File: src/rtl/pcb_pkg.sv
// Constants for the configuration header block: offsets, layouts, resets.
// Assumes byte-addressed configuration accesses of one dword per cycle.
package pcb_pkg;

	// Byte offsets of the registers in configuration space.
	localparam logic [7:0] OFS_TENURE_LINE  = 8'h0c;
	localparam logic [7:0] OFS_HDR_SELFTEST = 8'h0e;
	localparam logic [7:0] OFS_HOST_BASE    = 8'h10;
	localparam logic [7:0] OFS_VEXT_BASE    = 8'h14;

	// Lowest address bit that selects a dword.
	localparam int DWORD_LSB = 2;

	// Field widths and byte lanes of the tenure and line size register.
	localparam int FIELD_W      = 8;
	localparam int LANE_LINE    = 0;
	localparam int LANE_TENURE  = 1;

	// Reset values of the writable fields.
	localparam logic [7:0]  RST_TENURE = 8'h00;
	localparam logic [7:0]  RST_LINE   = 8'h00;
	localparam logic [31:0] RST_BASE   = 32'h0000_0000;

	// Constant read values of the header layout and self-test fields.
	localparam logic [7:0] SELF_TEST_VAL  = 8'h00;
	localparam logic [7:0] HDR_LAYOUT_VAL = 8'h00;

	// Number of low address bits that each window hides (2K and 16K).
	localparam int HOST_SIZE_BITS = 11;
	localparam int VEXT_SIZE_BITS = 14;

	// Bus commands that take the line burst length.
	localparam logic [3:0] CMD_READ_MULTIPLE = 4'hc;
	localparam logic [3:0] CMD_READ_LINE     = 4'he;
	localparam logic [3:0] CMD_WRITE_INVAL   = 4'hf;

endpackage

File: src/rtl/pcb_win_if.sv
// Interface between the header block and one memory window decoder.
// Assumes both ends share the block clock.
`timescale 1ns/1ps
interface pcb_win_if;
	logic        wr_en;      // Write strobe for this window's base.
	logic [31:0] wdata;      // Configuration write data.
	logic [3:0]  be;         // Byte enables of the write.
	logic [31:0] bus_addr;   // Address of a target memory access.
	logic        addr_valid; // Address phase of a memory access.
	logic        mem_en;     // Memory space decoding is enabled.
	logic [31:0] base;       // Readback of the base register.
	logic        hit;        // Registered claim of the access.

	// The header block drives the request side.
	modport owner (
		output wr_en, wdata, be, bus_addr, addr_valid, mem_en,
		input  base, hit
	);

	// The window decoder holds the base and answers the claim.
	modport window (
		input  wr_en, wdata, be, bus_addr, addr_valid, mem_en,
		output base, hit
	);
endinterface

File: src/rtl/pcb_window.sv
// One memory window: writable base register and address comparator.
// Assumes the owner raises wr_en only for writes to this window's offset.
`timescale 1ns/1ps
module pcb_window #(
	parameter int SIZE_BITS = pcb_pkg::HOST_SIZE_BITS
) (
	// Clock and reset.
	input wire logic ref_clk,
	input wire logic rstn,
	// Link to the header block.
	pcb_win_if.window win
);
	import pcb_pkg::*;

	// The window must hide the four flag bits and leave one base bit.
	if (SIZE_BITS < 4 || SIZE_BITS > 31)
	begin : g_bad_size
		$error("pcb_window: SIZE_BITS out of range");
	end

	logic [31-SIZE_BITS:0] upper_q; // Writable upper base bits.
	logic                  hit_q;   // Registered claim of the access.

	// Only the bits above the window size take write data, per byte lane.
	always_ff @(posedge ref_clk)
	begin
		if (!rstn)
			upper_q <= RST_BASE[31:SIZE_BITS];
		else if (win.wr_en)
		begin
			for (int b = SIZE_BITS; b < 32; b++)
			begin
				if (win.be[b / 8])
					upper_q[b - SIZE_BITS] <= win.wdata[b];
			end
		end
	end

	// The size field and all flag bits read zero, so all ones reads back
	// as the window mask.
	assign win.base = {upper_q, {SIZE_BITS{1'b0}}};

	// The access is claimed when its upper bits match the base.
	always_ff @(posedge ref_clk)
	begin
		if (!rstn)
			hit_q <= 1'b0;
		else
			hit_q <= win.addr_valid && win.mem_en &&
				(win.bus_addr[31:SIZE_BITS] == upper_q);
	end

	assign win.hit = hit_q;

	// An all-ones write reads back as the size mask next cycle.
	all_ones_a: assert property (
		@(posedge ref_clk) disable iff (!rstn)
		(win.wr_en && win.be == 4'hf && win.wdata == 32'hffff_ffff)
		|=> (win.base == ~((32'h1 << SIZE_BITS) - 32'h1)))
		else $error("window base does not read back its size mask");

	// A matching access is claimed one cycle later, and only then.
	window_claim_a: assert property (
		@(posedge ref_clk) disable iff (!rstn)
		hit_q == $past(win.addr_valid && win.mem_en &&
			(win.bus_addr[31:SIZE_BITS] == upper_q)))
		else $error("window claim does not follow the address match");

endmodule // pcb_window

File: src/rtl/pcb_cfg_bars.sv
// Configuration header slice: bus tenure limit, line size, header type,
// self-test and two memory window base registers.
// Assumes one configuration access per request, dword addressed with
// byte enables, and an initiator engine that reports its bus tenure.
`timescale 1ns/1ps
module pcb_cfg_bars (
	// Clock and reset.
	input  wire logic        ref_clk,
	input  wire logic        rstn,
	// Configuration access port.
	input  wire logic        cfg_rd,
	input  wire logic        cfg_wr,
	input  wire logic [7:0]  cfg_addr,
	input  wire logic [3:0]  cfg_be,
	input  wire logic [31:0] cfg_wdata,
	output logic      [31:0] cfg_rdata_q,
	output logic             cfg_ack_q,
	// Initiator engine.
	input  wire logic        init_frame_start,
	input  wire logic        init_active,
	input  wire logic        gnt_n,
	input  wire logic [3:0]  init_cmd,
	output logic             tenure_expired_q,
	output logic             init_stop_q,
	output logic      [7:0]  line_burst_length_q,
	output logic      [7:0]  init_line_words_q,
	// Target address decode.
	input  wire logic [31:0] tgt_addr,
	input  wire logic        tgt_addr_valid,
	input  wire logic        mem_space_en,
	output logic             host_ctrl_hit,
	output logic             vendor_ext_hit
);
	import pcb_pkg::*;

	logic [7:0]  dword_addr;   // Access address with lane bits cleared.
	logic        sel_tenure;   // Access selects the tenure/line dword.
	logic        sel_host;     // Access selects the host window base.
	logic        sel_vext;     // Access selects the extension base.
	logic [7:0]  tenure_q;     // Programmed bus tenure limit.
	logic [7:0]  tenure_cnt_q; // Clocks elapsed since frame start.
	logic        tenure_hit;   // Counter has reached the limit.
	logic [31:0] rd_d;         // Read data selected by the address.

	// One link per memory window.
	pcb_win_if host_if ();
	pcb_win_if vext_if ();

	// Dword decode; the header dword shares the tenure dword.
	assign dword_addr = {cfg_addr[7:DWORD_LSB], 2'b00};
	assign sel_tenure = (dword_addr == OFS_TENURE_LINE);
	assign sel_host   = (dword_addr == OFS_HOST_BASE);
	assign sel_vext   = (dword_addr == OFS_VEXT_BASE);

	// Tenure limit, written through its own byte lane.
	always_ff @(posedge ref_clk)
	begin
		if (!rstn)
			tenure_q <= RST_TENURE;
		else if (cfg_wr && sel_tenure && cfg_be[LANE_TENURE])
			tenure_q <= cfg_wdata[LANE_TENURE*FIELD_W +: FIELD_W];
	end

	// Line burst length, written through the low byte lane.
	always_ff @(posedge ref_clk)
	begin
		if (!rstn)
			line_burst_length_q <= RST_LINE;
		else if (cfg_wr && sel_tenure && cfg_be[LANE_LINE])
			line_burst_length_q <=
				cfg_wdata[LANE_LINE*FIELD_W +: FIELD_W];
	end

	// Line burst length is handed to the engine only for line commands.
	always_ff @(posedge ref_clk)
	begin
		if (!rstn)
			init_line_words_q <= 8'h00;
		else if (init_cmd == CMD_READ_MULTIPLE ||
			init_cmd == CMD_READ_LINE || init_cmd == CMD_WRITE_INVAL)
			init_line_words_q <= line_burst_length_q;
		else
			init_line_words_q <= 8'h00;
	end

	// The counter saturates at the limit so that it never wraps past it.
	assign tenure_hit = (tenure_cnt_q == tenure_q);

	// Tenure counter: cleared as frame is asserted, then one per clock.
	always_ff @(posedge ref_clk)
	begin
		if (!rstn)
			tenure_cnt_q <= 8'h00;
		else if (init_frame_start)
			tenure_cnt_q <= 8'h00;
		else if (init_active && !tenure_hit)
			tenure_cnt_q <= tenure_cnt_q + 8'h01;
	end

	// Expiry flag: set while the transaction outlives its tenure.
	always_ff @(posedge ref_clk)
	begin
		if (!rstn)
			tenure_expired_q <= 1'b0;
		else if (init_frame_start || !init_active)
			tenure_expired_q <= 1'b0;
		else
			tenure_expired_q <= tenure_hit;
	end

	// The engine is told to end only once its grant has been taken away;
	// while grant stays, the engine may keep the bus past its tenure.
	always_ff @(posedge ref_clk)
	begin
		if (!rstn)
			init_stop_q <= 1'b0;
		else if (init_frame_start || !init_active)
			init_stop_q <= 1'b0;
		else
			init_stop_q <= tenure_hit && gnt_n;
	end

	// Window links: writes only to each window's own dword.
	assign host_if.wr_en      = cfg_wr && sel_host;
	assign host_if.wdata      = cfg_wdata;
	assign host_if.be         = cfg_be;
	assign host_if.bus_addr   = tgt_addr;
	assign host_if.addr_valid = tgt_addr_valid;
	assign host_if.mem_en     = mem_space_en;
	assign vext_if.wr_en      = cfg_wr && sel_vext;
	assign vext_if.wdata      = cfg_wdata;
	assign vext_if.be         = cfg_be;
	assign vext_if.bus_addr   = tgt_addr;
	assign vext_if.addr_valid = tgt_addr_valid;
	assign vext_if.mem_en     = mem_space_en;

	// Host controller window of 2K bytes.
	pcb_window #(
		.SIZE_BITS (HOST_SIZE_BITS)
	) u_host_win (
		.ref_clk (ref_clk),
		.rstn    (rstn),
		.win     (host_if.window)
	);

	// Vendor extension window of 16K bytes.
	pcb_window #(
		.SIZE_BITS (VEXT_SIZE_BITS)
	) u_vext_win (
		.ref_clk (ref_clk),
		.rstn    (rstn),
		.win     (vext_if.window)
	);

	// Claims come straight from each window's flip-flop.
	assign host_ctrl_hit  = host_if.hit;
	assign vendor_ext_hit = vext_if.hit;

	// Read mux; unmapped dwords read zero.
	always_comb
	begin
		rd_d = 32'h0000_0000;
		case (1'b1)
			sel_tenure:
				// Upper half holds the fixed header and self-test bytes.
				rd_d = {SELF_TEST_VAL, HDR_LAYOUT_VAL,
					tenure_q, line_burst_length_q};
			sel_host:
				rd_d = host_if.base;
			sel_vext:
				rd_d = vext_if.base;
			default:
				rd_d = 32'h0000_0000;
		endcase
	end

	// Read data is registered and stands for one cycle with the ack.
	always_ff @(posedge ref_clk)
	begin
		if (!rstn)
			cfg_rdata_q <= 32'h0000_0000;
		else if (cfg_rd)
			cfg_rdata_q <= rd_d;
		else
			cfg_rdata_q <= 32'h0000_0000;
	end

	// Every access, mapped or not, is acknowledged one cycle later.
	always_ff @(posedge ref_clk)
	begin
		if (!rstn)
			cfg_ack_q <= 1'b0;
		else
			cfg_ack_q <= cfg_rd || cfg_wr;
	end

	// A frame start leaves the counter at zero on the next edge.
	tenure_restart_a: assert property (
		@(posedge ref_clk) disable iff (!rstn)
		init_frame_start |=> (tenure_cnt_q == 8'h00))
		else $error("tenure counter did not restart at frame start");

	// A running transaction counts one clock per cycle up to the limit.
	tenure_count_a: assert property (
		@(posedge ref_clk) disable iff (!rstn)
		(init_active && !init_frame_start && !tenure_hit)
		|=> (tenure_cnt_q == $past(tenure_cnt_q) + 8'h01))
		else $error("tenure counter did not advance by one");

	// With a limit of two, stop stands four cycles after frame start
	// when grant is already gone and the transaction stays active.
	tenure_stop_a: assert property (
		@(posedge ref_clk) disable iff (!rstn)
		(init_frame_start && tenure_q == 8'h02 && !cfg_wr) ##1
		(init_active && gnt_n && !init_frame_start && !cfg_wr)[*3]
		|=> init_stop_q)
		else $error("transaction not ended after tenure expiry");

	// No stop is given while grant is still held.
	stop_needs_gnt_a: assert property (
		@(posedge ref_clk) disable iff (!rstn)
		init_stop_q |-> $past(gnt_n) && $past(tenure_hit))
		else $error("stop raised without expiry and grant removal");

	// A line size write is used by the next line command.
	line_size_a: assert property (
		@(posedge ref_clk) disable iff (!rstn)
		(cfg_wr && sel_tenure && cfg_be[LANE_LINE]) ##1
		(!cfg_wr && init_cmd == CMD_WRITE_INVAL)
		|=> init_line_words_q == $past(cfg_wdata[7:0], 2))
		else $error("line burst length not applied to line command");

	// The header dword's upper half reads zero even after a write to it.
	hdr_zero_a: assert property (
		@(posedge ref_clk) disable iff (!rstn)
		(cfg_rd && sel_tenure) |=> (cfg_rdata_q[31:16] == 16'h0000))
		else $error("self-test or header layout byte not zero");

	// An all-ones write to the host base reads back as the 2K mask.
	host_mask_a: assert property (
		@(posedge ref_clk) disable iff (!rstn)
		(cfg_wr && sel_host && cfg_be == 4'hf &&
			cfg_wdata == 32'hffff_ffff) ##1 (cfg_rd && sel_host && !cfg_wr)
		|=> cfg_rdata_q == 32'hffff_f800)
		else $error("host window base did not read FFFF F800h");

	// An all-ones write to the extension base reads back the 16K mask.
	vext_mask_a: assert property (
		@(posedge ref_clk) disable iff (!rstn)
		(cfg_wr && sel_vext && cfg_be == 4'hf &&
			cfg_wdata == 32'hffff_ffff) ##1 (cfg_rd && sel_vext && !cfg_wr)
		|=> cfg_rdata_q == 32'hffff_c000)
		else $error("extension window base did not read FFFF C000h");

	// The low bits of both bases never read back as ones.
	base_low_a: assert property (
		@(posedge ref_clk) disable iff (!rstn)
		(host_if.base[10:0] == 11'h000) && (vext_if.base[13:0] == 14'h0000))
		else $error("window base low bits not zero");

	// A reached limit during a running transaction raises the expiry flag.
	expiry_flag_a: assert property (
		@(posedge ref_clk) disable iff (!rstn)
		(init_active && !init_frame_start && tenure_hit)
		|=> tenure_expired_q)
		else $error("expiry flag not raised at the tenure limit");

	// A stop is never asked for while the grant is still held.
	stop_held_gnt_a: assert property (
		@(posedge ref_clk) disable iff (!rstn)
		!gnt_n |=> !init_stop_q)
		else $error("stop raised while grant still held");

	// A stop is only ever given together with the expiry flag.
	stop_with_expiry_a: assert property (
		@(posedge ref_clk) disable iff (!rstn)
		init_stop_q |-> tenure_expired_q)
		else $error("stop raised without tenure expiry");

	// Commands other than the three line commands get no line length.
	line_words_idle_a: assert property (
		@(posedge ref_clk) disable iff (!rstn)
		!(init_cmd == CMD_READ_MULTIPLE || init_cmd == CMD_READ_LINE ||
			init_cmd == CMD_WRITE_INVAL) |=> (init_line_words_q == 8'h00))
		else $error("line length handed over for a plain command");

	// A write through the upper lane lands in the tenure limit.
	tenure_write_a: assert property (
		@(posedge ref_clk) disable iff (!rstn)
		(cfg_wr && sel_tenure && cfg_be[LANE_TENURE]) |=>
		(tenure_q == $past(cfg_wdata[LANE_TENURE*FIELD_W +: FIELD_W])))
		else $error("tenure limit write did not land");

endmodule // pcb_cfg_bars

File: config.mk
export PLATFORM = sky130hd
export DESIGN_NAME = pcb_cfg_bars
export DESIGN_NICKNAME = d
export VERILOG_FILES = /design/src/rtl/pcb_pkg.sv /design/src/rtl/pcb_win_if.sv /design/src/rtl/pcb_window.sv /design/src/rtl/pcb_cfg_bars.sv
export SDC_FILE = /design/constraint.sdc
export NUM_CORES = 1
export LEC_CHECK = 0
export BUFFER_PORTS_ARGS = -buffer_cell sky130_fd_sc_hd__buf_2
export CORE_ASPECT_RATIO = 1.1
export CORE_MARGIN = 8
export CORE_UTILIZATION = 46
export DETAILED_ROUTE_END_ITERATION = 6
export GPL_TIMING_DRIVEN = 0
export PLACE_DENSITY_LB_ADDON = 0.1
export SLEW_MARGIN = 10
export SYNTH_ARGS = -nofsm -noshare
export SYNTH_HDL_FRONTEND = slang
export SYNTH_SLANG_ARGS = --single-unit
File: constraint.sdc
create_clock -name ref_clk -period 1.5 [get_ports ref_clk]
set_input_delay 0.3 -clock ref_clk [delete_from_list [all_inputs] [get_ports ref_clk]]
set_output_delay 0.3 -clock ref_clk [all_outputs]
set_load 0.05 [all_outputs]
==> flow_summary.ini, run 1 <==
[worst_setup_path]
start_kind = register
cp.arrival_ns = 1.75
critPathLaunch = tenure_cnt_q[2]$_SDFFE_PP0P_
cp_max_fo = 5
crit_type = reg2reg
crit_path_end_kind = register
reg2reg_from = tenure_cnt_q[2]$_SDFFE_PP0P_
required_ns = 1.80

[place]
dp_hpwl_um = 8860
dp.cells = 652
place_area_um2 = 5180
post-place-ws_ns = -0.566
place_congestion = 0.845
port_buffers = 127

[sta]
rsz0062_at_grt = yes
timing_hold_violations_final = 0
clock.fmax_mhz = 688
clock_skew_ns = 0.00802
slew_headroom = 0.662
min_period_ns = 1.45
maxSlewViolCount = 0
tightestPinTransition_ns = 0.507
setup_slack_ns = 0.0463
timing.final.crit_share = 0.969
setup_viol = 0

[hold_path]
hold_path.class = in2reg
worstHoldStart = gnt_n

[synthesis]
synthAdderAreaFrac = 0.00285
yosys_warnings = 0
synth_xor_area_frac = 0.0977
synth_seq_cells = 108
synthSimpleGateAreaFrac = 0.195
netlist-cell-type-count = 41
synthCells = 408
avgSynthCellArea_um2 = 10.8
synthTopCellsByArea = dfxtp_1 (49%), mux2i_1 (12%), nor2b_1 (7.3%), xnor2_1 (5.8%), xor2_1 (4.0%)
yosys.area.top_type_share = 0.492
async_reset_ff_frac = 0
synth-edff-count = 0
syn_nets = 498
yosys.area.top_type = dfxtp_1
synth_top_family_by_area = simple AND/OR/NAND/NOR gates
yosys-top-cells-count = dfxtp_1 (108), mux2i_1 (51), nor2b_1 (51)
ys_seq_area_frac = 0.492
synthesis.area_um2 = 4390
yosysMostFrequentCell = dfxtp_1
yosys_most_used_dff = dfxtp_1
synthMuxAreaShare = 0.116
synth_compound_area_frac = 0.0758

[floorplan]
fp-row-count = 37
die_area_um2 = 12900
die_w_um = 109
die_height_um = 118
core_um2 = 9310
pin_count = 142
start_util = 0.472

[cts]
htreeDepth = 3
clk_latency_ns = 0.37
cts_tree = built
cts-root-buf = clkbuf_8
clkSlewWorstSetupHoldPaths_ns = 0.10
cts_buffers = 9
cts_max_path_buffers = 2
clock_sinks = 108

[finish]
area_growth_pct = 29.0
design_area_um2 = 5670
antenna_cells = 0
drive_gt1_frac = 0.370
fin_nets = 645
final_cells = 677
fin_util = 0.609
num-fill-cells = 815

[drt]
wl_per_cell_um = 17.4
wl_um = 11800
antenna_left = 0
dr.pass1.iters = 4
drcViolationCount = 0
initialDrtViolationCount = 109
vias_per_cell = 5.05
num_vias = 3421

[power_and_ir_drop]
combPwrFrac = 0.060
power.internal_uw = 4220
power.share.switching = 0.217
p_total_uw = 5390
vdd_drop_max_uv = 576
p_switching_uw = 1170
powerDensity_nw_per_um2 = 952
leakage_uw = 0.00241
seqPwrFrac = 0.532
power.share.clock = 0.408

[global_routing]
grt_usage = 0.181
grt_pass1_wl_um = 18200
antenna_found_initial = 1
first_global_vias = 3581
grt_max_degree = 18
overflow = 0

[run_status]
status = finished, final reports clean

[flow_run]
drv_cap = 0
## logic make-up after synthesis
group           Yosys count
simple gates            135
flops                   108
mux                      51
xor+xnor                 49
compound gates           45
buf+inv                  19
fa+ha+maj                 1
## critical path, cell delays in order (launching register included)
cell and delay [ns]:
dfxtp_4 0.38, buf_4 0.12, nand2_1 0.12, nor2_1 0.13, nand3_1 0.09, or3_2 0.41
a21oi_1 0.15
## layout by cell type (no fill, tap or decap), types with 5 or more instances in the layout
master,n
nor2_1,6
xor2_1,20
a22o_1,19
a21boi_0,5
xnor2_2,8
buf_2,128
and2_1,20
nand3_1,6
mux2i_1,51
o21ai_0,8
clkbuf_1,8
buf_4,10
nor2b_1,51
dfxtp_1,93
dfxtp_2,11
clkbuf_8,11
xnor2_1,21
nand2_1,12
nand4_1,7
## layer usage
| metal | global-route usage | share of wire | wire length [um] | up-vias |
|---|---|---|---|---|
| met5 | 0 | 0.00085 | 10 | - |
| met4 | 0.0761 | 0.023 | 269 | 2 |
| met3 | 0.0380 | 0.058 | 685 | 23 |
| met2 | 0.306 | 0.50 | 5860 | 90 |
| met1 | 0.215 | 0.42 | 4950 | 1606 |
| li1 | - | - | - | 1700 |
## registers in the layout (all words and copies together) (netlist names)
register / count
cfg_ack_q: 1
cfg_rdata_q: 32
init_line_words_q: 8
init_stop_q: 1
line_burst_length_q: 8
tenure_cnt_q: 8
tenure_expired_q: 1
tenure_q: 8
u_host_win.upper_q: 21
u_host_win.win.hit: 1
u_vext_win.upper_q: 18
u_vext_win.win.hit: 1
## repair_timing
action                                  CTS  global route
gates resized for setup                   8            38
buffers inserted                          2             6
pin swaps                                 2             6
hold buffers                              0             0
endpoints found under the setup margin   25            38
gates cloned                              0             1
## power groups by stage
stage	Sequential, uW	Clock [uW]	Combinational, uW
after global placement	2940	0	316
after CTS	2880	2230	321
after global routing	2870	2370	352
after floorplan	2960	0	122
final	2870	2200	326
after detailed placement	2940	0	317
## layout make-up
class                   count  area [um2]  share of cell area
multi-input cells         282        2280               0.402
clock buffers              11         151              0.0267
plain buffers              15        81.3              0.0144
clock inverters             5         106              0.0188
inverters                   4        15.0             0.00265
well taps                 117         146              0.0258
flip-flops and latches    108        2190               0.387
repair buffers            135         696               0.123
## per-stage QoR
stage	setup TNS (ns)	hold WS, ns
2_1_floorplan	0	0.422
3_3_place_gp	-23.74	0.477
3_5_place_dp	-25.72	0.482
4_1_cts	0	0.113
5_1_grt	-0.135	0.137
6_report	0	0.127
## path summary, 6_finish.rpt
check / end / slack (ns) / cells after the start
setup / recovery: tenure_cnt_q[7]$_SDFFE_PP0P_ / 0.05 / 6
hold / removal: init_stop_q$_SDFF_PP0_ / 0.13 / 2
setup reg to reg: tenure_cnt_q[7]$_SDFFE_PP0P_ / 0.05 / 6
hold reg to reg: init_line_words_q[5]$_SDFF_PN0_ / 0.50 / 1
No activity file was read; power rests on OpenSTA's default activity.
==> run 2, diff against run 1 <==
--- a/config.mk
+++ b/config.mk
@@ -7,8 +7,8 @@
 export LEC_CHECK = 0
 export BUFFER_PORTS_ARGS = -buffer_cell sky130_fd_sc_hd__buf_2
 export CORE_ASPECT_RATIO = 1.1
-export CORE_MARGIN = 8
-export CORE_UTILIZATION = 46
+export CORE_MARGIN = 2
+export CORE_UTILIZATION = 44
 export DETAILED_ROUTE_END_ITERATION = 6
 export GPL_TIMING_DRIVEN = 0
 export PLACE_DENSITY_LB_ADDON = 0.1
==> flow_summary.ini, run 2 (synthesis gave the netlist of run 1 again) <==
[run_status]
status = finished, final reports clean

[global_routing]
antenna_found_initial = 1
grt_pass1_wl_um = 15900
grt_usage = 0.193
overflow = 0
first_global_vias = 3110
grt_max_degree = 16

[floorplan]
fp-row-count = 38
pin_count = 142
core_um2 = 9790
die_w_um = 99.3
die_height_um = 109
die_area_um2 = 10800
start_util = 0.449

[drt]
num_vias = 3334
wl_um = 10500
antenna_left = 0
vias_per_cell = 4.95
drcViolationCount = 0
wl_per_cell_um = 15.6
dr.pass1.iters = 4
initialDrtViolationCount = 77

[sta]
setup_viol = 0
maxSlewViolCount = 0
clock.fmax_mhz = 684
tightestPinTransition_ns = 0.547
timing_hold_violations_final = 0
timing.final.crit_share = 0.974
rsz0062_at_grt = yes
min_period_ns = 1.46
clock_skew_ns = 0.00468
slew_headroom = 0.635

[power_and_ir_drop]
vdd_drop_max_uv = 438
leakage_uw = 0.00233
powerDensity_nw_per_um2 = 892
p_total_uw = 4870

[cts]
cts_max_path_buffers = 2
postCtsHoldBufs = 0
htreeDepth = 3
cts-root-buf = clkbuf_8
cts_buffers = 9
cts_tree = built
clock_sinks = 108
clk_latency_ns = 0.36
clkSlewWorstSetupHoldPaths_ns = 0.09

[place]
dp_hpwl_um = 8010
port_buffers = 127
place_congestion = 0.854
place_area_um2 = 5180

[worst_setup_path]
required_ns = 1.79
slowest_stage = or4_1
start_kind = register
crit_path_max_incr_delay_ns = 0.50
crit_type = reg2reg
cp_max_fo = 10
cp.arrival_ns = 1.76
ff2ff_setup_slack_ns = 0.04
crit_chain = xnor2_4 > nand4_4 > nor2_4 > or4_1 > a21oi_1
crit_path_end_kind = register

[finish]
final_common_cell = buf_2
most-common-layout-cells = buf_2 (128), dfxtp_1 (98), mux2i_1 (51), nor2b_1 (51), xnor2_1 (27)
drive_gt1_frac = 0.321
top_register = cfg_rdata_q
area_growth_pct = 24.3
fin_nets = 639
reg.largest.list = cfg_rdata_q: 32 flops, u_host_win.upper_q: 21 flops, u_vext_win.upper_q: 18 flops
antenna_cells = 0
design_area_um2 = 5460
largest_reg_flops = 32

[hold_path]
hold_path.class = in2reg

[flow_run]
drv_cap = 0
[run 2: path summary, 6_finish.rpt]
path / startpoint / endpoint / depth (start not counted)
worst max-delay path: tenure_cnt_q[0]$_SDFFE_PP0P_ / tenure_cnt_q[6]$_SDFFE_PP0P_ / 5
worst min-delay path: gnt_n / init_stop_q$_SDFF_PP0_ / 2
worst max register to register: tenure_cnt_q[0]$_SDFFE_PP0P_ / tenure_cnt_q[6]$_SDFFE_PP0P_ / 5
worst min register to register: tenure_q[1]$_SDFFE_PN0P_ / cfg_rdata_q[9]$_SDFF_PN0_ / 1
[run 2: report_power, final]
part | leakage (uW) | internal [uW] | total [uW] | switching, uW
combinational | 0.00137 | 148 | 321 | 173
clock | 0.0000887 | 776 | 1680 | 901
sequential | 0.000876 | 2870 | 2870 | 3.93
[run 2: layout make-up]
type	instances	area (um2)
multi-input cells	281	2200
inverters	4	15.0
well taps	120	150
repair buffers	130	658
flip-flops and latches	108	2180
clock inverters	2	35.0
fillers	906	4330
plain buffers	15	81.3
clock buffers	14	143
[run 2: layer usage]
layer	GRT usage	vias up	wire, um
met5	0	-	13
met4	0.0548	2	138
met3	0.0442	13	483
met2	0.337	72	5270
met1	0.238	1549	4620
li1	-	1698	-
[run 2: through the flow]
stage                     TNS [ns]  std cells  utilization  setup WS, ns  hold WS (ns)
after floorplan                  0        408            -       0.00203         0.422
after global placement      -25.14        655        0.529        -0.529         0.479
after detailed placement    -27.72        655        0.529        -0.544         0.484
after CTS                 -0.00947        673        0.551      -0.00793         0.137
after global routing       -0.0503        674        0.558       -0.0344         0.142
final                            0        674        0.558        0.0390         0.147
[run 2: worst max-delay path, delay by kind of cell (launching register included)]
kind,cells,cell delay (ns)
AOI/OAI and AO/OA,1,0.14
xor gates and xnor gates,1,0.16
DFF,1,0.38
and+or+nand+nor,3,0.72
[run 2: timing repair]
action                                  CTS  global route
pin swaps                                 0             6
buffers inserted                          2             1
endpoints found under the hold margin     0             0
endpoints found under the setup margin   28            62
gates resized for setup                   9            17
==> run 3, diff against run 2 <==
--- a/config.mk
+++ b/config.mk
@@ -10,8 +10,8 @@
 export CORE_MARGIN = 2
 export CORE_UTILIZATION = 44
 export DETAILED_ROUTE_END_ITERATION = 6
-export GPL_TIMING_DRIVEN = 0
 export PLACE_DENSITY_LB_ADDON = 0.1
+export RECOVER_POWER = 25
 export SLEW_MARGIN = 10
 export SYNTH_ARGS = -nofsm -noshare
 export SYNTH_HDL_FRONTEND = slang
==> flow_summary.ini, run 3 (synthesis gave the netlist of run 1 again) <==
[global_routing]
grt_pass1_wl_um = 15900
grt_max_degree = 60
first_global_vias = 3317
grt_usage = 0.191
antenna_found_initial = 0
overflow = 0

[cts]
cts_tree = built
cts_max_path_buffers = 2
cts-root-buf = clkbuf_8
postCtsHoldBufs = 0
clk_latency_ns = 0.38
post_cts.repair.setup_buffers = 0
clkSlewWorstSetupHoldPaths_ns = 0.10
cts_buffers = 9
clock_sinks = 108
htreeDepth = 3

[power_and_ir_drop]
p_switching_uw = 1190
leakage_uw = 0.00247
vdd_drop_max_uv = 431
power.share.clock = 0.367
power.share.switching = 0.235
power.internal_uw = 3870
powerDensity_nw_per_um2 = 887
seqPwrFrac = 0.568
combPwrFrac = 0.065

[worst_setup_path]
cp_max_fo = 10
required_ns = 1.82
crit_type = reg2reg
reg2reg_depth = 5
crit_path_end_kind = register
cp.arrival_ns = 1.77
start_kind = register
ff2ff_setup_slack_ns = 0.05

[run_status]
status = finished, final reports clean

[place]
dp_hpwl_um = 7840
place_congestion = 0.839
port_buffers = 128
post-place-ws_ns = -0.221

[finish]
fin_util = 0.583
most-common-layout-cells = buf_2 (122), dfxtp_1 (100), mux2i_1 (51), nor2b_1 (51), xnor2_1 (28)
area_growth_pct = 30.0
final_common_cell = buf_2
top_register = cfg_rdata_q
drive_gt1_frac = 0.354
largest_reg_flops = 32
reg.largest.list = cfg_rdata_q: 32 flops, u_host_win.upper_q: 21 flops, u_vext_win.upper_q: 18 flops
antenna_cells = 0
fin_nets = 658

[sta]
clock.fmax_mhz = 689
min_period_ns = 1.45
maxSlewViolCount = 0
rsz0062_at_grt = yes
clock_skew_ns = 0.0112
timing.final.crit_share = 0.968
setup_slack_ns = 0.0477
tightestPinTransition_ns = 0.356
timing_hold_violations_final = 0
setup_viol = 0
slew_headroom = 0.761

[floorplan]
die_height_um = 109
fp-row-count = 38
core_um2 = 9790
start_util = 0.449
pin_count = 142
die_area_um2 = 10800
die_w_um = 99.3

[drt]
dr.pass1.iters = 4
num_vias = 3408
initialDrtViolationCount = 65
wl_per_cell_um = 15.0
wl_um = 10400
antenna_left = 0
drcViolationCount = 0
vias_per_cell = 4.92

[flow_run]
drv_cap = 0

[hold_path]
hold_path.class = in2reg
holdPathStages = 2
==> run 3: stage by stage <==
step | cell area [um2] | hold WS [ns] | power, uW | cells | TNS, ns
6_report | 5710 | 0.132 | 5060 | 693 | 0
5_1_grt | 5710 | 0.134 | 5260 | 693 | -0.127
3_3_place_gp | 5490 | 0.480 | 3270 | 677 | -9.59
3_5_place_dp | 5490 | 0.482 | 3280 | 677 | -11.99
2_1_floorplan | 4390 | 0.422 | 3080 | 408 | 0
4_1_cts | 5700 | 0.122 | 5140 | 693 | 0
==> run 3: metal layers <==
layer / share of wire / global-route usage / vias to the layer above
met4: 0.017 / 0.0851 / 0
met5: 0 / 0 / -
met2: 0.51 / 0.346 / 76
met1: 0.43 / 0.221 / 1593
li1: - / - / 1729
met3: 0.043 / 0.0333 / 10
==> run 3: worst max-delay path, stage by stage, from the launching register on <==
cell     delay [ns]
dfxtp_1        0.41
xnor2_1        0.10
nand4_2        0.15
nor2_2         0.11
or4_1          0.50
a21oi_1        0.14
==> run 3: power groups by stage <==
stage               combinational, uW  sequential (uW)  clock [uW]
floorplan                         122             2960           0
global placement                  329             2940           0
detailed placement                333             2940           0
CTS                               335             2880        1930
global route                      360             2880        2020
finish                            331             2880        1860
==> run 3: what timing repair did <==
item                                    CTS  global route
cloned                                    0             0
pin swaps                                 1             0
endpoints found under the setup margin    1            10
hold endpoints to repair                  0             0
gates resized for setup                   1            12
==> run 3: path summary, 6_finish.rpt <==
path,endpoint,from
setup / recovery,tenure_cnt_q[6]$_SDFFE_PP0P_,tenure_q[5]$_SDFFE_PN0P_
hold / removal,init_stop_q$_SDFF_PP0_,gnt_n
setup reg to reg,tenure_cnt_q[6]$_SDFFE_PP0P_,tenure_q[5]$_SDFFE_PN0P_
hold reg to reg,cfg_rdata_q[22]$_SDFF_PP0_,u_host_win.upper_q[11]$_SDFFE_PN0P_
==> run 3: area by class of cell <==
class / instances / area, um2
fill: 870 / 4090
multi-input combinational: 281 / 2170
sequential: 108 / 2170
timing repair buffer: 164 / 990
tap: 120 / 150
clock buffer: 10 / 138
clock inverter: 6 / 70.1
inverter: 4 / 15.0
